### src/logic/prodp_pkg.sv
// Shared constants and types for the pattern register output path.
// Assumes a sequencer that presents one decoded line per line-clock enable.
package prodp_pkg;
  localparam int BYTE_W = 8;
  localparam int WORD_W = 16;
  localparam logic [7:0]  BYTE_ZERO = 8'h00;
  localparam logic [7:0]  BYTE_ONE  = 8'h01;
  localparam logic [15:0] WORD_ZERO = 16'h0000;
  localparam logic [15:0] WORD_ONE  = 16'h0001;
  // Probe source select carried by each line; the word source drives both ports.
  typedef enum logic [3:0] {
    PRODP_SRC_DATA   = 4'h1,
    PRODP_SRC_FIRST  = 4'h2,
    PRODP_SRC_SECOND = 4'h4,
    PRODP_SRC_WORD   = 4'h8
  } prodp_src_e;
endpackage

### src/logic/prodp_down_counter.sv
// Wrapping down counter with load and hold, used for the low counter half.
// Assumes the caller gates dec with the line enable.
`timescale 1ns/1ps
module prodp_down_counter
(
  // Clock and reset
  input  wire logic       clk,
  input  wire logic       rst_n,
  // Control
  input  wire logic       load,
  input  wire logic [7:0] load_value,
  input  wire logic       dec,
  input  wire logic       borrow_in,
  // State
  output logic [7:0]      value,
  output logic            borrow_out
);
  // The upper half borrows only when the lower half wraps, so a 16-bit count is two halves.
  assign borrow_out = borrow_in && (value == prodp_pkg::BYTE_ZERO);

  always_ff @(posedge clk or negedge rst_n)
  begin
    if (!rst_n)
      value <= prodp_pkg::BYTE_ZERO;
    else if (load)
      value <= load_value;
    else if (dec && borrow_in)
      value <= value - prodp_pkg::BYTE_ONE;
  end
endmodule // prodp_down_counter

### src/logic/prodp_output_path.sv
// Counter register and probe output datapath of the pattern sequencer.
// Assumes one decoded line per line_en pulse from the sequencer on clk.
// Functional notes
// - Byte counter decrement subtracts one, zero wraps to ff, no borrow flag.
// - Word counter decrement subtracts one, zero wraps to ffff, no borrow flag.
// - Register output replaces the line's programmed data on the probes.
// - Outputting a register never changes its stored value.
// - Byte counter output drives low port only; high port keeps programmed data.
// - Both byte counters output on one line is illegal and rejected.
// - Word output maps msb to high bit 7, lsb to low bit 0.
// - Word output discards both ports' programmed data for that line.
// - Repeat drives low port with previous line's low vector exactly.
// - Repeat leaves high port on current programmed high data.
// - Repeat after word output reproduces only its low eight bits.
// - Step and trace can observe driven outputs and register contents per line.
// - Configuration selects two byte counters or one word; bytes by default.
// - Output and branch test use register value before the line's update.
`timescale 1ns/1ps
module prodp_output_path
(
  // Clock and reset
  input  wire logic                   clk,
  input  wire logic                   rst_n,
  // Configuration
  input  wire logic                   word_mode,
  // Line stream
  input  wire logic                   line_en,
  input  wire logic [7:0]             prog_high,
  input  wire logic [7:0]             prog_low,
  input  wire logic                   load_first,
  input  wire logic                   load_second,
  input  wire logic                   count_down_op_first,
  input  wire logic                   count_down_op_second,
  input  wire logic                   out_first,
  input  wire logic                   out_second,
  input  wire logic                   repeat_last_vector_op,
  // Probe outputs
  output logic [7:0]                  probe_high,
  output logic [7:0]                  probe_low,
  // Trace observation
  output logic                        trace_valid,
  output logic [7:0]                  trace_first_byte_counter,
  output logic [7:0]                  trace_second_byte_counter,
  output logic                        counter_zero,
  output logic                        line_rejected
);
  logic [7:0]  first_byte_counter;
  logic [7:0]  second_byte_counter;
  logic        first_borrow;
  logic        lo_load;
  logic        lo_dec;
  logic        hi_dec;
  logic        bad_line;
  logic        mode_word;
  logic        next_zero;
  logic [7:0]  next_low;
  logic [7:0]  next_high;
  logic [7:0]  last_low;
  prodp_pkg::prodp_src_e src;

  // The configuration is taken only while line_en is low and held while lines run; reset restores byte mode.
  always_ff @(posedge clk or negedge rst_n)
  begin
    if (!rst_n)
      mode_word <= 1'b0;
    else if (!line_en)
      mode_word <= word_mode;
  end

  // A word output needs only out_first; both byte outputs together is a loader fault.
  assign bad_line = line_en && !mode_word && out_first && out_second;

  always_comb
  begin
    if (out_first && mode_word)
      src = prodp_pkg::PRODP_SRC_WORD;
    else if (out_first)
      src = prodp_pkg::PRODP_SRC_FIRST;
    else if (out_second && !mode_word)
      src = prodp_pkg::PRODP_SRC_SECOND;
    else
      src = prodp_pkg::PRODP_SRC_DATA;
  end

  // Outputs are formed from the pre-update counters, which only change at the edge.
  always_comb
  begin
    next_high = prog_high;
    if (repeat_last_vector_op)
      next_low = last_low;
    else
      next_low = prog_low;
    case (src)
      prodp_pkg::PRODP_SRC_FIRST:  next_low = first_byte_counter;
      prodp_pkg::PRODP_SRC_SECOND: next_low = second_byte_counter;
      prodp_pkg::PRODP_SRC_WORD:
      begin
        next_high = second_byte_counter;
        next_low  = first_byte_counter;
      end
      default: ;
    endcase
  end

  assign lo_load = line_en && !bad_line && load_first;
  assign lo_dec = line_en && !bad_line && count_down_op_first && !load_first;
  // In word mode the upper half loads with load_first, so load_second must not block it.
  assign hi_dec = line_en && !bad_line && !(mode_word ? load_first : load_second)
                  && (mode_word ? count_down_op_first : count_down_op_second);

  // The low half lives in the counter instance; its borrow feeds the upper half in word mode only.
  prodp_down_counter u_lo
  (
    .clk        (clk),
    .rst_n      (rst_n),
    .load       (lo_load),
    .load_value (prog_low),
    .dec        (lo_dec),
    .borrow_in  (1'b1),
    .value      (first_byte_counter),
    .borrow_out (first_borrow)
  );

  logic hi_borrow_in;
  assign hi_borrow_in = mode_word ? first_borrow : 1'b1;

  always_ff @(posedge clk or negedge rst_n)
  begin
    if (!rst_n)
      second_byte_counter <= prodp_pkg::BYTE_ZERO;
    else if (line_en && !bad_line && (mode_word ? load_first : load_second))
      second_byte_counter <= mode_word ? prog_high : prog_low;
    else if (hi_dec && hi_borrow_in)
      second_byte_counter <= second_byte_counter - prodp_pkg::BYTE_ONE;
  end

  always_comb
  begin
    if (mode_word)
      next_zero = (first_byte_counter == prodp_pkg::BYTE_ZERO)
                  && (second_byte_counter == prodp_pkg::BYTE_ZERO);
    else
      next_zero = (first_byte_counter == prodp_pkg::BYTE_ZERO);
  end

  always_ff @(posedge clk or negedge rst_n)
  begin
    if (!rst_n)
    begin
      probe_high <= prodp_pkg::BYTE_ZERO;
      probe_low  <= prodp_pkg::BYTE_ZERO;
      last_low   <= prodp_pkg::BYTE_ZERO;
    end
    else if (line_en && !bad_line)
    begin
      probe_high <= next_high;
      probe_low  <= next_low;
      last_low   <= next_low;
    end
  end

  // Trace shows the register as the line saw it, before its own update.
  always_ff @(posedge clk or negedge rst_n)
  begin
    if (!rst_n)
    begin
      trace_valid               <= 1'b0;
      trace_first_byte_counter  <= prodp_pkg::BYTE_ZERO;
      trace_second_byte_counter <= prodp_pkg::BYTE_ZERO;
      counter_zero              <= 1'b0;
      line_rejected             <= 1'b0;
    end
    else
    begin
      trace_valid   <= line_en && !bad_line;
      line_rejected <= bad_line;
      if (line_en && !bad_line)
      begin
        trace_first_byte_counter  <= first_byte_counter;
        trace_second_byte_counter <= second_byte_counter;
        counter_zero              <= next_zero;
      end
    end
  end

  AST_WRAP_FIRST: assert property (@(posedge clk) disable iff (!rst_n)
    lo_dec && !mode_word && first_byte_counter == prodp_pkg::BYTE_ZERO
    |=> first_byte_counter == 8'hff)
    else $error("first counter did not wrap to ff");
  AST_WORD_WRAP: assert property (@(posedge clk) disable iff (!rst_n)
    lo_dec && mode_word && next_zero
    |=> {second_byte_counter, first_byte_counter} == 16'hffff)
    else $error("word counter did not wrap to ffff");
  AST_OUT_FIRST: assert property (@(posedge clk) disable iff (!rst_n)
    line_en && !bad_line && src == prodp_pkg::PRODP_SRC_FIRST
    |=> probe_low == $past(first_byte_counter))
    else $error("low probe not first counter");
  AST_OUT_HOLD: assert property (@(posedge clk) disable iff (!rst_n)
    line_en && out_first && !count_down_op_first && !load_first && !load_second
    && !count_down_op_second |=> $stable(first_byte_counter) && $stable(second_byte_counter))
    else $error("output changed register");
  AST_HIGH_KEEP: assert property (@(posedge clk) disable iff (!rst_n)
    line_en && !bad_line && src != prodp_pkg::PRODP_SRC_WORD |=> probe_high == $past(prog_high))
    else $error("high probe not programmed data");
  AST_REJECT: assert property (@(posedge clk) disable iff (!rst_n)
    bad_line |=> line_rejected && !trace_valid && $stable(probe_low))
    else $error("illegal line not rejected");
  AST_WORD_MAP: assert property (@(posedge clk) disable iff (!rst_n)
    line_en && src == prodp_pkg::PRODP_SRC_WORD
    |=> {probe_high, probe_low} == $past({second_byte_counter, first_byte_counter}))
    else $error("word output map wrong");
  AST_REPEAT: assert property (@(posedge clk) disable iff (!rst_n)
    line_en && !bad_line ##1 (line_en && repeat_last_vector_op && !out_first && !out_second)
    |=> probe_low == $past(probe_low) && probe_high == $past(prog_high))
    else $error("repeat vector wrong");
  AST_DEFAULT_MODE: assert property (@(posedge clk)
    $rose(rst_n) |-> !mode_word)
    else $error("mode not bytes after reset");

  COV_WORD_OUT: cover property (@(posedge clk) disable iff (!rst_n)
    line_en && src == prodp_pkg::PRODP_SRC_WORD);
  COV_REPEAT: cover property (@(posedge clk) disable iff (!rst_n)
    line_en && repeat_last_vector_op);
  COV_WRAP: cover property (@(posedge clk) disable iff (!rst_n)
    lo_dec && first_byte_counter == prodp_pkg::BYTE_ZERO);
  COV_REJECT: cover property (@(posedge clk) disable iff (!rst_n) bad_line);
endmodule // prodp_output_path

### config.mk
export PLATFORM = sky130hd
export DESIGN_NAME = prodp_output_path
export DESIGN_NICKNAME = d
export VERILOG_FILES = /design/src/logic/prodp_pkg.sv /design/src/logic/prodp_down_counter.sv /design/src/logic/prodp_output_path.sv
export SDC_FILE = /design/constraint.sdc
export NUM_CORES = 1
export LEC_CHECK = 0
export ABC_AREA = 1
export BUFFER_PORTS_ARGS = -buffer_cell sky130_fd_sc_hd__buf_4
export CORE_UTILIZATION = 40
export DETAILED_ROUTE_END_ITERATION = 10
export GPL_TIMING_DRIVEN = 0
export HOLD_SLACK_MARGIN = 0.03
export PLACE_DENSITY = 0.61
export SETUP_SLACK_MARGIN = 0.1
export SKIP_CTS_REPAIR_TIMING = 1
export SYNTH_ARGS = -nofsm -noshare
export SYNTH_HDL_FRONTEND = slang
export SYNTH_SLANG_ARGS = --single-unit
### constraint.sdc
create_clock -name clk -period 2 [get_ports clk]
set_input_delay 0.4 -clock clk [delete_from_list [all_inputs] [get_ports clk]]
set_output_delay 0.4 -clock clk [all_outputs]
set_load 0.05 [all_outputs]
=== Word level (Yosys, flattened, before mapping) ===
Cells that the tools add are included.

* Register bits after elaboration: 52
* Bits in latches: 0
* Bits in writable memories: 0
* ROM bits: 0
* Bits of input ports: 27
* Word-level logic and storage cells: 55
* Memories: 0

* Add/sub/neg operators: 2
* $mul: 0
* Div/mod/pow operators: 0
* $lt $le $gt $ge: 0
* Equal/unequal tests: 4
* Shifts and indexed selects: 0
* Multiplexer cells: 15
* Bitwise operators: 0
* Reductions and logical operators: 24

{| class="wikitable"
|+ Operator list
! operator !! number
|-
| two-way mux 8 bit || 7
|-
| zero test 8 bit || 2
|-
| case mux 8 bit (2 select lines) || 1
|-
| subtractor 8 x 1 -> 8 bit (second input constant) || 2
|-
| logical AND 1 bit || 14
|-
| two-way mux 4 bit || 2
|-
| equality test 4 x 2 -> 1 bit (second input constant) || 1
|-
| equality test 4 x 3 -> 1 bit (second input constant) || 1
|-
| equality test 4 bit (second input constant) || 1
|-
| zero test 1 bit || 4
|-
| two-way mux 1 bit || 4
|-
| nonzero test 2 bit || 2
|-
| two-way mux 3 bit || 1
|-
| != test 3 x 2 -> 1 bit (second input constant) || 1
|-
| AND reduction 2 bit || 1
|-
| OR reduction 2 bit || 1
|}

=== Longest topological paths before layout ===
Gate-level depths: netlist (run 1).

* Word-level depth: 11
* Mapped depth: 9
* Depth with buffers taken out: 9

=== By module ===
Synthesis (run 1) repeated with hierarchy kept, for this count alone.

* Cells, all modules: 410
* Area total of the unflattened synthesis: 2935.3 µm²

{| class="wikitable"
|+ By module, submodules not included
! module !! instances !! cells an instance !! area an instance (µm²) !! seq. area each (µm²)
|-
| prodp_output_path || 1 || 330 || 2357.3 || 1101.1
|-
| prodp_down_counter || 1 || 80 || 578.1 || 200.2
|}

=== Worst setup path before layout (run 1) ===
OpenSTA, ideal clock, no wires.

* Path kind: register to register
* From: register u_lo.value[0]
* To: register second_byte_counter[7]
* Setup time: 0.117 ns
* Arrival time: 1.279 ns
* Data required time: 1.883 ns
* Path slack: 0.604 ns
* Cell stages (with the launch flop): 8
* Buffers on the path: 0
* Period minus slack after synthesis: 1.396 ns
* Path through: dfrtp_1 > inv_1 > ha_1 > inv_1 > nor3_1 > nand3_1 > nand3_1 > nand2_1

* Word-level cells in the longest chain between the ends: 4

{| class="wikitable"
|+ RTL lines
! element !! line !! text
|-
| from (decl) || prodp_down_counter.sv:15 || <nowiki>output logic [7:0] value,</nowiki>
|-
| from (signal assigned) || prodp_down_counter.sv:24 || <nowiki>value <= prodp_pkg::BYTE_ZERO;</nowiki>
|-
| from (signal assigned) || prodp_down_counter.sv:26 || <nowiki>value <= load_value;</nowiki>
|-
| from (signal assigned) || prodp_down_counter.sv:28 || <nowiki>value <= value - prodp_pkg::BYTE_ONE;</nowiki>
|-
| zero test 8 bit || prodp_down_counter.sv:19 || <nowiki>assign borrow_out = borrow_in && (value == prodp_pkg::BYTE_ZERO);</nowiki>
|-
| two-way mux 1 bit || prodp_output_path.sv:125 || <nowiki>assign hi_borrow_in = mode_word ? first_borrow : 1'b1;</nowiki>
|-
| logical AND 1 bit || prodp_output_path.sv:133 || <nowiki>else if (hi_dec && hi_borrow_in)</nowiki>
|-
| nonzero test 2 bit (no source line) || - ||
|-
| to (signal assigned) || prodp_output_path.sv:130 || <nowiki>second_byte_counter <= prodp_pkg::BYTE_ZERO;</nowiki>
|-
| to (signal assigned) || prodp_output_path.sv:132 || <nowiki>second_byte_counter <= mode_word ? prog_high : prog_low;</nowiki>
|-
| to (signal assigned) || prodp_output_path.sv:134 || <nowiki>second_byte_counter <= second_byte_counter - prodp_pkg::BYTE_ONE;</nowiki>
|-
| to (decl) || prodp_output_path.sv:48 || <nowiki>logic [7:0] second_byte_counter;</nowiki>
|}

No other way between the ends.
A chain may end at the register's enable or synchronous reset.

=== Worst setup path after layout (run 1) ===
* From: register u_lo.value[0]
* To: register second_byte_counter[5]

The elaborated chain is that of the path after synthesis.

==> impl_results.rst, run 1 <==
.. list-table::
   :header-rows: 1

   * - Metric
     - Value
   * - Outcome
     - complete, no violations
   * - Cell taking the most area after synthesis
     - dfrtp_1
   * - Final number of hold-violating endpoints
     - 0
   * - Critical Setup Path Class
     - flop to flop
   * - Top cell type's share of synthesized area
     - about 45%
   * - Wl on met1
     - 3985 um
   * - Global-route wire length before repair
     - roughly 14000 um
   * - Worst Path Arrival
     - 1.97 ns
   * - Die Y
     - about 87 um
   * - Total negative setup slack
     - 0 ns
   * - H-tree levels
     - 2
   * - Worst min-delay path class
     - input port to asynchronous set/reset pin
   * - Clk pin slew, worst setup/hold paths
     - 0.10 ns
   * - Count of distinct cell types in the synthesized netlist
     - 26
   * - Clock share of power
     - between 10% and 20%
   * - Total GRT Usage
     - 23.86%
   * - Total number of clock tree sinks
     - between 50 and 60
   * - Final weighted congestion in routability-driven placement
     - between 0.9 and 1
   * - Tightest Pin Transition
     - between 0.6 and 0.7 ns
   * - Mean number of vias per cell
     - a little over 5
   * - Final setup violation count
     - 0
   * - Crit path capture type
     - flop
   * - # fillers
     - 701
   * - Total of buffers placed on input and output ports
     - 60
   * - Setup slack, reg-to-reg
     - between 0.2 and 0.25 ns
   * - Post-synth design cell area
     - 0.002875 sq mm
   * - NetSw
     - between 0.002 and 0.0025 W
   * - Worst path setup slack after routing
     - 0.2303 ns
   * - Post-route minimum period
     - ~1.8 ns
   * - Clk_lat worst skew
     - just over 0.3 ns
   * - DRC violations left
     - 0
   * - FMAX
     - 565.1 MHz
   * - Highest routed metal layer
     - met4
   * - Required time reported for the critical path endpoint
     - between 2 and 2.5 ns
   * - Most frequent standard cell in the layout excluding fill and tap cells
     - nand2_1
   * - Part of the power in registers
     - 37.0%
   * - Number of antenna violations at the first check in global routing
     - 0
   * - Post-Place Setup Slack
     - between 0.15 and 0.2 ns
   * - Flop and latch count out of synthesis
     - 52
   * - Instance count of the mapped netlist
     - around 390
   * - Nature of the critical path startpoint
     - flop
   * - RSZ-0062 raised after global routing
     - false
   * - Total instance count after detailed placement
     - 549
   * - Number of CTS-inserted buffers
     - 5
   * - Biggest area contributors in the synthesized netlist
     - dfrtp_1 45%, nand2_1 22%, o21ai_0 7.1%
   * - CP Cell Sequence
     - inv_1, ha_1, inv_1, nor3_1, nand3_2, nand3_1, nand2_1
   * - Max stage delay cell, worst path
     - dfrtp_1
   * - Number of design-rule violations left by the first detailed-router iteration
     - ~240
   * - Remaining Overflow, GRT
     - 0
   * - Antenna cell count
     - 0
   * - Clock tree root buffer cell
     - clkbuf_8
   * - Average wire per cell in the routed design
     - around 15 um
   * - Syn_nets
     - 424
   * - Share of cells above drive strength 1
     - between 10% and 20%
   * - Area of the core
     - between 0.006 and 0.007 sq mm
   * - Maximum number of pins on one net before global-route repair
     - 53
   * - Final cell count without fillers
     - between 500 and 600
   * - Yosys warnings
     - 0
   * - Final Core Density
     - 51.60%
   * - Combinational Power Share
     - between 40% and 50%
   * - Area of the die
     - between 0.007 and 0.008 sq mm
   * - Initial Utilization
     - about two fifths
   * - Length of routed met2 wiring
     - between 3000 and 4000 um
   * - Synthesized area per cell
     - roughly 7.3 sq um
   * - # Max-Cap Violations
     - 0
   * - Area grow syn2layout
     - 23.28%
   * - Number of nets in the layout
     - roughly 500
   * - Antenna-violating nets left
     - 0
   * - Site row count
     - 30
   * - Overall power of the completed layout
     - about 0.0044 W
   * - Final number of max-transition violations
     - 0
   * - Via count of the first global-routing pass
     - 2690
   * - Total wire length after detailed routing
     - between 8000 and 9000 um
   * - 1st-pass router iterations
     - 5
   * - Total vias in the final route
     - 2813
   * - Areal power density over the cells
     - approximately 1200 mW/mm^2
   * - Maximum number of buffers from clock root to sink
     - 2
   * - Max Clock Skew
     - roughly 0.013 ns
   * - Switching share of power
     - roughly half
   * - Slowest Stage Delay on Critical Path
     - around 0.4 ns
   * - Fin crit share
     - between 80 and 90%
   * - Internal power of the cells
     - 0.002266 W
   * - Leakage dissipation
     - about 1.9 nW
   * - Relative max-transition margin
     - 56.19%
   * - VDD IR max
     - between 0.3 and 0.4 mV
   * - Commonest non-fill, non-tap cells in the layout
     - 169 x nand2_1, 60 x buf_4, 52 x dfrtp_1
   * - Dominant cell type by count on the critical path
     - inv_1
   * - CTS tree
     - done
   * - Number of top-level design ports
     - just over 60
   * - Amount of wire on met3 after detailed routing
     - approximately 470 um
   * - Half-perimeter wire length after detailed placement
     - ~6200 um
   * - Sequential element share of the synthesized area
     - 45.26%
   * - Die X-Extent
     - 86.78 um
   * - Maximum net fanout on the critical path
     - 8
## layer usage
layer | global-route usage, % | vias up
li1 | - | 1392
met3 | 4.286 | 17
met5 | 0 | -
met4 | 6.970 | 0
met1 | 34.26 | 1299
met2 | 36.65 | 105
## cells in the mapped netlist
| cell type | instances |
|---|---|
| clkbuf_1 | 3 |
| o21ai_4 | 1 |
| dfrtp_1 | 52 |
| nor2_1 | 18 |
| nor3_1 | 2 |
| o21ai_0 | 41 |
| a21oi_4 | 1 |
| ha_1 | 4 |
| nand3_2 | 2 |
| inv_1 | 32 |
| a31oi_4 | 1 |
| nand4_4 | 1 |
| nand2_4 | 1 |
| nand3_1 | 32 |
| inv_4 | 1 |
| o21ai_1 | 2 |
| buf_2 | 6 |
| o211ai_1 | 2 |
| a21oi_1 | 2 |
| nand2_1 | 169 |
| nand2_2 | 3 |
| nand4_1 | 2 |
| o221ai_1 | 6 |
| xor2_1 | 3 |
| inv_2 | 5 |
| o21ai_2 | 1 |
## logic make-up after synthesis
group	Yosys count	share of synthesized area (%)
buffers and inverters	47	6.484
adder cells (fa/ha/maj)	4	1.741
flip-flops	52	45.26
AO/OA/AOI/OAI	57	12.36
AND/OR/NAND/NOR	230	33.25
XOR/XNOR	3	0.9140
## through the flow
step	instance area, sq um	hold slack (ns)
6_report	3545	0.1148
3_3_place_gp	3446	0.4664
4_1_cts	3540	0.1456
2_1_floorplan	2875	0.1044
3_5_place_dp	3446	0.4662
5_1_grt	3545	0.1774
## state kept, by name (all words and copies together), names as in the netlist, 8 cells and up
name,cells
probe_low,8
u_lo.value,8
probe_high,8
trace_second_byte_counter,8
trace_first_byte_counter,8
second_byte_counter,8
## final cells by class
| class | instances | area [sq um] | share of cell area (%) |
|---|---|---|---|
| inverter | 38 | 145.1 | 4.095 |
| multi-input combinational | 294 | 1393 | 39.29 |
| clock inverter | 1 | 7.507 | 0.2118 |
| buffer | 9 | 41.29 | 1.165 |
| clock buffer | 7 | 86.33 | 2.436 |
| tap | 96 | 120.1 | 3.389 |
| timing repair buffer | 60 | 450.4 | 12.71 |
| sequential | 52 | 1301 | 36.71 |
## worst max-delay path: cells and delay by family (launching register included)
| kind | cells | cell delay, ns |
|---|---|---|
| simple gates | 4 | 0.83 |
| buf+inv | 2 | 0.25 |
| fa+ha+maj | 1 | 0.20 |
| flops | 1 | 0.40 |
## power groups by stage
stage	logic (W)	registers (W)	clock network (W)
final	0.00212	0.00162	0.000633
after global routing	0.00232	0.00166	0.000690
after CTS	0.00211	0.00161	0.000654
after detailed placement	0.00211	0.00163	0
after global placement	0.00209	0.00163	0
after floorplan	0.000872	0.00218	0
## worst paths after layout
path                               startpoint                            to  cells past startpoint
worst max-delay path            u_lo.value[0]        second_byte_counter[5]                      7
worst min-delay path                    rst_n        second_byte_counter[2]                      1
worst max register to register  u_lo.value[0]        second_byte_counter[5]                      7
worst min register to register  probe_high[4]                 probe_high[4]                      2
max in group asynchronous               rst_n  trace_second_byte_counter[5]                      1
min in group clk                    word_mode                     mode_word                      3
Power figures use the tool's default switching activity.
==> run 2, diff against run 1 <==
clock period = 1.9 ns   (was 2 ns; I/O delays follow)
==> impl_results.rst, run 2 (same netlist as run 1, synthesis figures left out) <==
.. list-table::
   :header-rows: 1

   * - Metric
     - Value
   * - Outcome
     - complete, no violations
   * - Number of CTS-inserted buffers
     - 5 (unchanged)
   * - Average wire per cell in the routed design
     - 14.88 um (about the same)
   * - H-tree levels
     - 2 (unchanged)
   * - Crit path capture type
     - flop
   * - Path depth of the worst reg2reg path
     - 7 (unchanged)
   * - CTS tree
     - done
   * - Die Y
     - 86.78 um (unchanged)
   * - Area of the die
     - 0.007531 sq mm (unchanged)
   * - Post-Place Setup Slack
     - 0.08840 ns (-0.1000 ns)
   * - Final weighted congestion in routability-driven placement
     - 0.9443 (unchanged)
   * - Area of the core
     - 0.006869 sq mm (unchanged)
   * - Areal power density over the cells
     - 1297 mW/mm^2 (+5.3%)
   * - Required time reported for the critical path endpoint
     - 2.10 ns (-0.10 ns)
   * - Critical Setup Path Class
     - flop to flop
   * - Total negative setup slack
     - 0 ns (unchanged)
   * - Total vias in the final route
     - 2802 (-0.39%)
   * - Die X-Extent
     - 86.78 um (unchanged)
   * - Number of antenna violations at the first check in global routing
     - 0 (unchanged)
   * - Leakage dissipation
     - 1.892 nW (about the same)
   * - VDD IR max
     - 0.4005 mV (+9.5%)
   * - Via count of the first global-routing pass
     - 2690 (unchanged)
   * - Worst Path Arrival
     - 1.85 ns (-0.12 ns)
   * - Antenna-violating nets left
     - 0 (unchanged)
   * - Total of buffers placed on input and output ports
     - 60 (unchanged)
   * - # Max-Cap Violations
     - 0 (unchanged)
   * - Nature of the critical path startpoint
     - flop
   * - Largest delay share family, worst path
     - simple AND/OR/NAND/NOR gates
   * - Total GRT Usage
     - 23.86% (unchanged)
   * - Dominant cell type by count on the critical path
     - inv_1
   * - Max stage delay cell, worst path
     - dfrtp_1
   * - Initial Utilization
     - 41.86% (unchanged)
   * - Maximum number of pins on one net before global-route repair
     - 53 (unchanged)
   * - Antenna cell count
     - 0 (unchanged)
   * - Worst min-delay path class
     - input port to asynchronous set/reset pin
   * - Number of logic stages on the critical path including buffering
     - 7 (unchanged)
   * - Half-perimeter wire length after detailed placement
     - 6195 um (unchanged)
   * - Number of nets in the layout
     - 491 (unchanged)
   * - Overall power of the completed layout
     - 0.004603 W (+5.4%)
   * - Global-route wire length before repair
     - 13600 um (unchanged)
   * - Remaining Overflow, GRT
     - 0 (unchanged)
   * - Final number of hold-violating endpoints
     - 0 (unchanged)
   * - Slowest Stage Delay on Critical Path
     - 0.39 ns (about the same)
   * - Site row count
     - 30 (unchanged)
   * - Final setup violation count
     - 0 (unchanged)
   * - Setup slack, reg-to-reg
     - 0.26 ns (+0.03 ns)
   * - CP Cell Sequence
     - inv_1, ha_1, inv_1, nor3_2, nand3_2, nand3_1, nand2_1
   * - 1st-pass router iterations
     - 5 (unchanged)
   * - Commonest non-fill, non-tap cells in the layout
     - 169 x nand2_1, 60 x buf_4, 52 x dfrtp_1
   * - DRC violations left
     - 0 (unchanged)
   * - Share of cells above drive strength 1
     - 19.96% (+0.22 points)
   * - Fin crit share
     - 86.52% (-2.0 points)
   * - FMAX
     - 608.3 MHz (+7.6%)
   * - Maximum net fanout on the critical path
     - 8 (unchanged)
   * - Number of top-level design ports
     - 62 (unchanged)
   * - Max Clock Skew
     - 0.01380 ns (+0.001157 ns)
   * - Total number of clock tree sinks
     - 52 (unchanged)
   * - Clk pin slew, worst setup/hold paths
     - 0.10 ns (about the same)
   * - Worst path setup slack after routing
     - 0.2560 ns (+0.02573 ns)
   * - Relative max-transition margin
     - 56.15% (about the same)
   * - RSZ-0062 raised after global routing
     - false
   * - Final Core Density
     - 51.68% (+0.073 points)
   * - Number of design-rule violations left by the first detailed-router iteration
     - 237 (-0.42%)
   * - Tightest Pin Transition
     - 0.6578 ns (+0.0006525 ns)
   * - Number of buffer and inverter instances along the worst setup path
     - 2 (unchanged)
   * - Post-route minimum period
     - 1.644 ns (-0.1257 ns)
   * - Mean number of vias per cell
     - 5.031 (-0.39%)
   * - Clk_lat worst skew
     - 0.31 ns (about the same)
   * - Clock tree root buffer cell
     - clkbuf_8
   * - Area grow syn2layout
     - 23.46%
   * - Total wire length after detailed routing
     - 8288 um (about the same)
   * - Maximum number of buffers from clock root to sink
     - 2 (unchanged)
   * - Final number of max-transition violations
     - 0 (unchanged)
   * - Most frequent standard cell in the layout excluding fill and tap cells
     - nand2_1
run 2: path summary, 6_finish.rpt:
check / start / endpoint
setup reg to reg: u_lo.value[1] / second_byte_counter[5]
setup / recovery: u_lo.value[1] / second_byte_counter[5]
min in group clk: word_mode / mode_word
max in group asynchronous: rst_n / trace_second_byte_counter[5]
hold reg to reg: probe_high[4] / probe_high[4]
hold / removal: rst_n / second_byte_counter[2]
run 2: metal layers:
layer / part of all wire (%) / global-route usage (%) / vias up
met5: 0 / 0 / -
met4: 1.8 / 6.970 / 0
met3: 6.2 / 4.286 / 14
met2: 45 / 36.65 / 96
met1: 47 / 34.26 / 1297
li1: - / - / 1395
run 2: power breakdown:
group	switching [W]	internal, W
Sequential	0.000285	0.00142
Clock	0.000373	0.000297
Combinational	0.00156	0.000672
Total	0.00222	0.00239
run 2: metrics by stage:
stage          hold slack, ns  cells  area, sq um
6_report              0.09420    557         3550
5_1_grt                0.1574    557         3550
4_1_cts                0.1256    557         3540
3_5_place_dp           0.4618    549         3446
3_3_place_gp           0.4580    549         3446
2_1_floorplan         0.08441    393         2875
run 2: cell type report:
class | count | area [sq um]
clock buffers | 7 | 86.33
flip-flops and latches | 52 | 1301
fillers | 700 | 3319
plain buffers | 9 | 41.29
multi-input cells | 294 | 1398
repair buffers | 60 | 450.4
clock inverters | 1 | 7.507
well taps | 96 | 120.1
inverters | 38 | 145.1
==> run 3, diff against run 2 <==
CELL_PAD_IN_SITES_DETAIL_PLACEMENT = 0   (was not set)
CELL_PAD_IN_SITES_GLOBAL_PLACEMENT = 1   (was not set)
CORE_UTILIZATION = 39   (was 40)
PLACE_DENSITY = 0.79   (was 0.61)
==> impl_results.rst, run 3 (same netlist as run 1, synthesis figures left out) <==
.. list-table::
   :header-rows: 1

   * - Metric
     - Value
   * - Post-route minimum period
     - 1.600 ns (-0.04408 ns)
   * - Antenna-violating nets left
     - 0 (unchanged)
   * - Die Y
     - 87.87 um (+1.3%)
   * - Nature of the critical path startpoint
     - flop
   * - Number of antenna violations at the first check in global routing
     - 0 (unchanged)
   * - Total wire length after detailed routing
     - 8261 um (-0.33%)
   * - Maximum number of pins on one net before global-route repair
     - 53 (unchanged)
   * - Area of the die
     - 0.007720 sq mm (+2.5%)
   * - Antenna cell count
     - 0 (unchanged)
   * - Areal power density over the cells
     - 1287 mW/mm^2 (-0.74%)
   * - Mean number of vias per cell
     - 5.022 (-0.18%)
   * - Area grow syn2layout
     - 23.28%
   * - Number of design-rule violations left by the first detailed-router iteration
     - 198 (-16%)
   * - Number of top-level design ports
     - 62 (unchanged)
   * - Worst min-delay path class
     - input port to asynchronous set/reset pin
   * - Internal power of the cells
     - 0.002350 W (-1.5%)
   * - Critical Setup Path Class
     - flop to flop
   * - Final number of hold-violating endpoints
     - 0 (unchanged)
   * - Clk pin slew, worst setup/hold paths
     - 0.10 ns (about the same)
   * - Total vias in the final route
     - 2797 (-0.18%)
   * - FMAX
     - 625.0 MHz (+2.8%)
   * - Total number of clock tree sinks
     - 52 (unchanged)
   * - Tightest Pin Transition
     - 0.6515 ns (-0.006272 ns)
   * - Overall power of the completed layout
     - 0.004563 W (-0.88%)
   * - Leakage dissipation
     - 1.889 nW (-0.16%)
   * - Length of routed met2 wiring
     - 3504 um (-5.8%)
   * - Highest routed metal layer
     - met4
   * - Amount of wire on met3 after detailed routing
     - 476 um (-6.7%)
   * - Remaining Overflow, GRT
     - 0 (unchanged)
   * - Design Area, Final
     - 0.003545 sq mm (-0.14%)
   * - Half-perimeter wire length after detailed placement
     - 6350 um (+2.5%)
   * - Clock tree root buffer cell
     - clkbuf_8
   * - Switching share of power
     - 48.48% (+0.32 points)
   * - Max Clock Skew
     - 0.004731 ns (-0.009074 ns)
   * - NetSw
     - 0.002212 W (-0.22%)
   * - Combinational Power Share
     - 48.6% (about the same)
   * - RSZ-0062 raised after global routing
     - false
   * - # Max-Cap Violations
     - 0 (unchanged)
   * - Die X-Extent
     - 87.87 um (+1.3%)
   * - Site row count
     - 30 (unchanged)
   * - Clock share of power
     - 14.1% (-0.5 points)
   * - Relative max-transition margin
     - 56.57% (+0.42 points)
   * - Number of CTS-inserted buffers
     - 5 (unchanged)
   * - Smallest hold slack
     - 0.09292 ns (-0.001287 ns)
   * - Area of the core
     - 0.006944 sq mm (+1.1%)
   * - VDD IR max
     - 0.3604 mV (-10%)
   * - Global-route wire length before repair
     - 13210 um (-2.8%)
   * - Maximum net fanout on the critical path
     - 8 (unchanged)
   * - Instance area after placement
     - 0.003446 sq mm (unchanged)
   * - Total negative setup slack
     - 0 ns (unchanged)
   * - H-tree levels
     - 2 (unchanged)
   * - Crit path capture type
     - flop
   * - Initial Utilization
     - 41.41% (-0.45 points)
   * - Worst Path Arrival
     - 1.81 ns (-0.04 ns)
   * - Maximum number of buffers from clock root to sink
     - 2 (unchanged)
   * - 1st-pass router iterations
     - 5 (unchanged)
   * - Required time reported for the critical path endpoint
     - 2.11 ns (about the same)
   * - Most frequent standard cell in the layout excluding fill and tap cells
     - nand2_1
   * - Final number of max-transition violations
     - 0 (unchanged)
   * - Final setup violation count
     - 0 (unchanged)
   * - Via count of the first global-routing pass
     - 2586 (-3.9%)
   * - Total GRT Usage
     - 22.87% (-0.99 points)
   * - DRC violations left
     - 0 (unchanged)
   * - Clk_lat worst skew
     - 0.31 ns (about the same)
   * - Total of buffers placed on input and output ports
     - 60 (unchanged)
   * - Part of the power in registers
     - 37.3% (+0.3 points)
   * - Outcome
     - complete, no violations
   * - Average wire per cell in the routed design
     - 14.83 um (-0.33%)
   * - Wl on met1
     - 4161 um (+6.5%)
   * - Number of nets in the layout
     - 491 (unchanged)
   * - Final weighted congestion in routability-driven placement
     - 0.9055 (-4.1%)
   * - CTS tree
     - done
   * - Share of cells above drive strength 1
     - 19.96% (unchanged)
   * - Commonest non-fill, non-tap cells in the layout
     - 169 x nand2_1, 60 x buf_4, 52 x dfrtp_1
   * - Fin crit share
     - 84.20% (-2.3 points)
[run 3: path summary, 6_finish.rpt]
kind                                from                endpoint  slack [ns]  cells after the start
max                        u_lo.value[1]  second_byte_counter[1]        0.30                      7
min                                rst_n             trace_valid        0.09                      1
max reg2reg                u_lo.value[1]  second_byte_counter[1]        0.30                      7
min reg2reg                 probe_low[7]            probe_low[7]        0.49                      2
max in group asynchronous          rst_n           u_lo.value[2]        1.38                      1
min in group clk               word_mode               mode_word        0.28                      3
[run 3: power by group through the flow]
stage	Clock (W)	Sequential (W)	Combinational (W)
final	0.000643	0.00170	0.00222
after global routing	0.000700	0.00174	0.00243
after CTS	0.000667	0.00170	0.00221
after detailed placement	0	0.00172	0.00221
after global placement	0	0.00172	0.00220
after floorplan	0	0.00229	0.000918
[run 3: critical path, stage by stage, from the launching register on]
cell	delay, ns
dfrtp_1	0.38
inv_1	0.20
ha_1	0.19
inv_1	0.06
nor3_2	0.28
nand3_2	0.21
nand3_1	0.13
nand2_1	0.05
[run 3: layer usage]
metal,vias to the layer above,global-route usage [%]
met2,97,34.25
li1,1395,-
met1,1290,33.69
met4,0,7.303
met3,15,3.582
met5,-,0
[run 3: through the flow]
| stage | instances | setup slack [ns] | utilization, % |
|---|---|---|---|
| after floorplan | 393 | 0.5040 | - |
| after global placement | 549 | 0.09536 | 49.62 |
| after detailed placement | 549 | 0.09258 | 49.62 |
| after CTS | 557 | 0.08515 | 50.90 |
| after global routing | 557 | 0.1539 | 51.04 |
| final | 557 | 0.3001 | 51.04 |
[run 3: area by class of cell]
type	instances	area (sq um)
sequential	52	1301
timing repair buffer	60	450.4
clock inverter	2	16.27
fill	754	3400
clock buffer	6	72.57
inverter	38	145.1
multi-input combinational	294	1398
buffer	9	41.29
tap	96	120.1
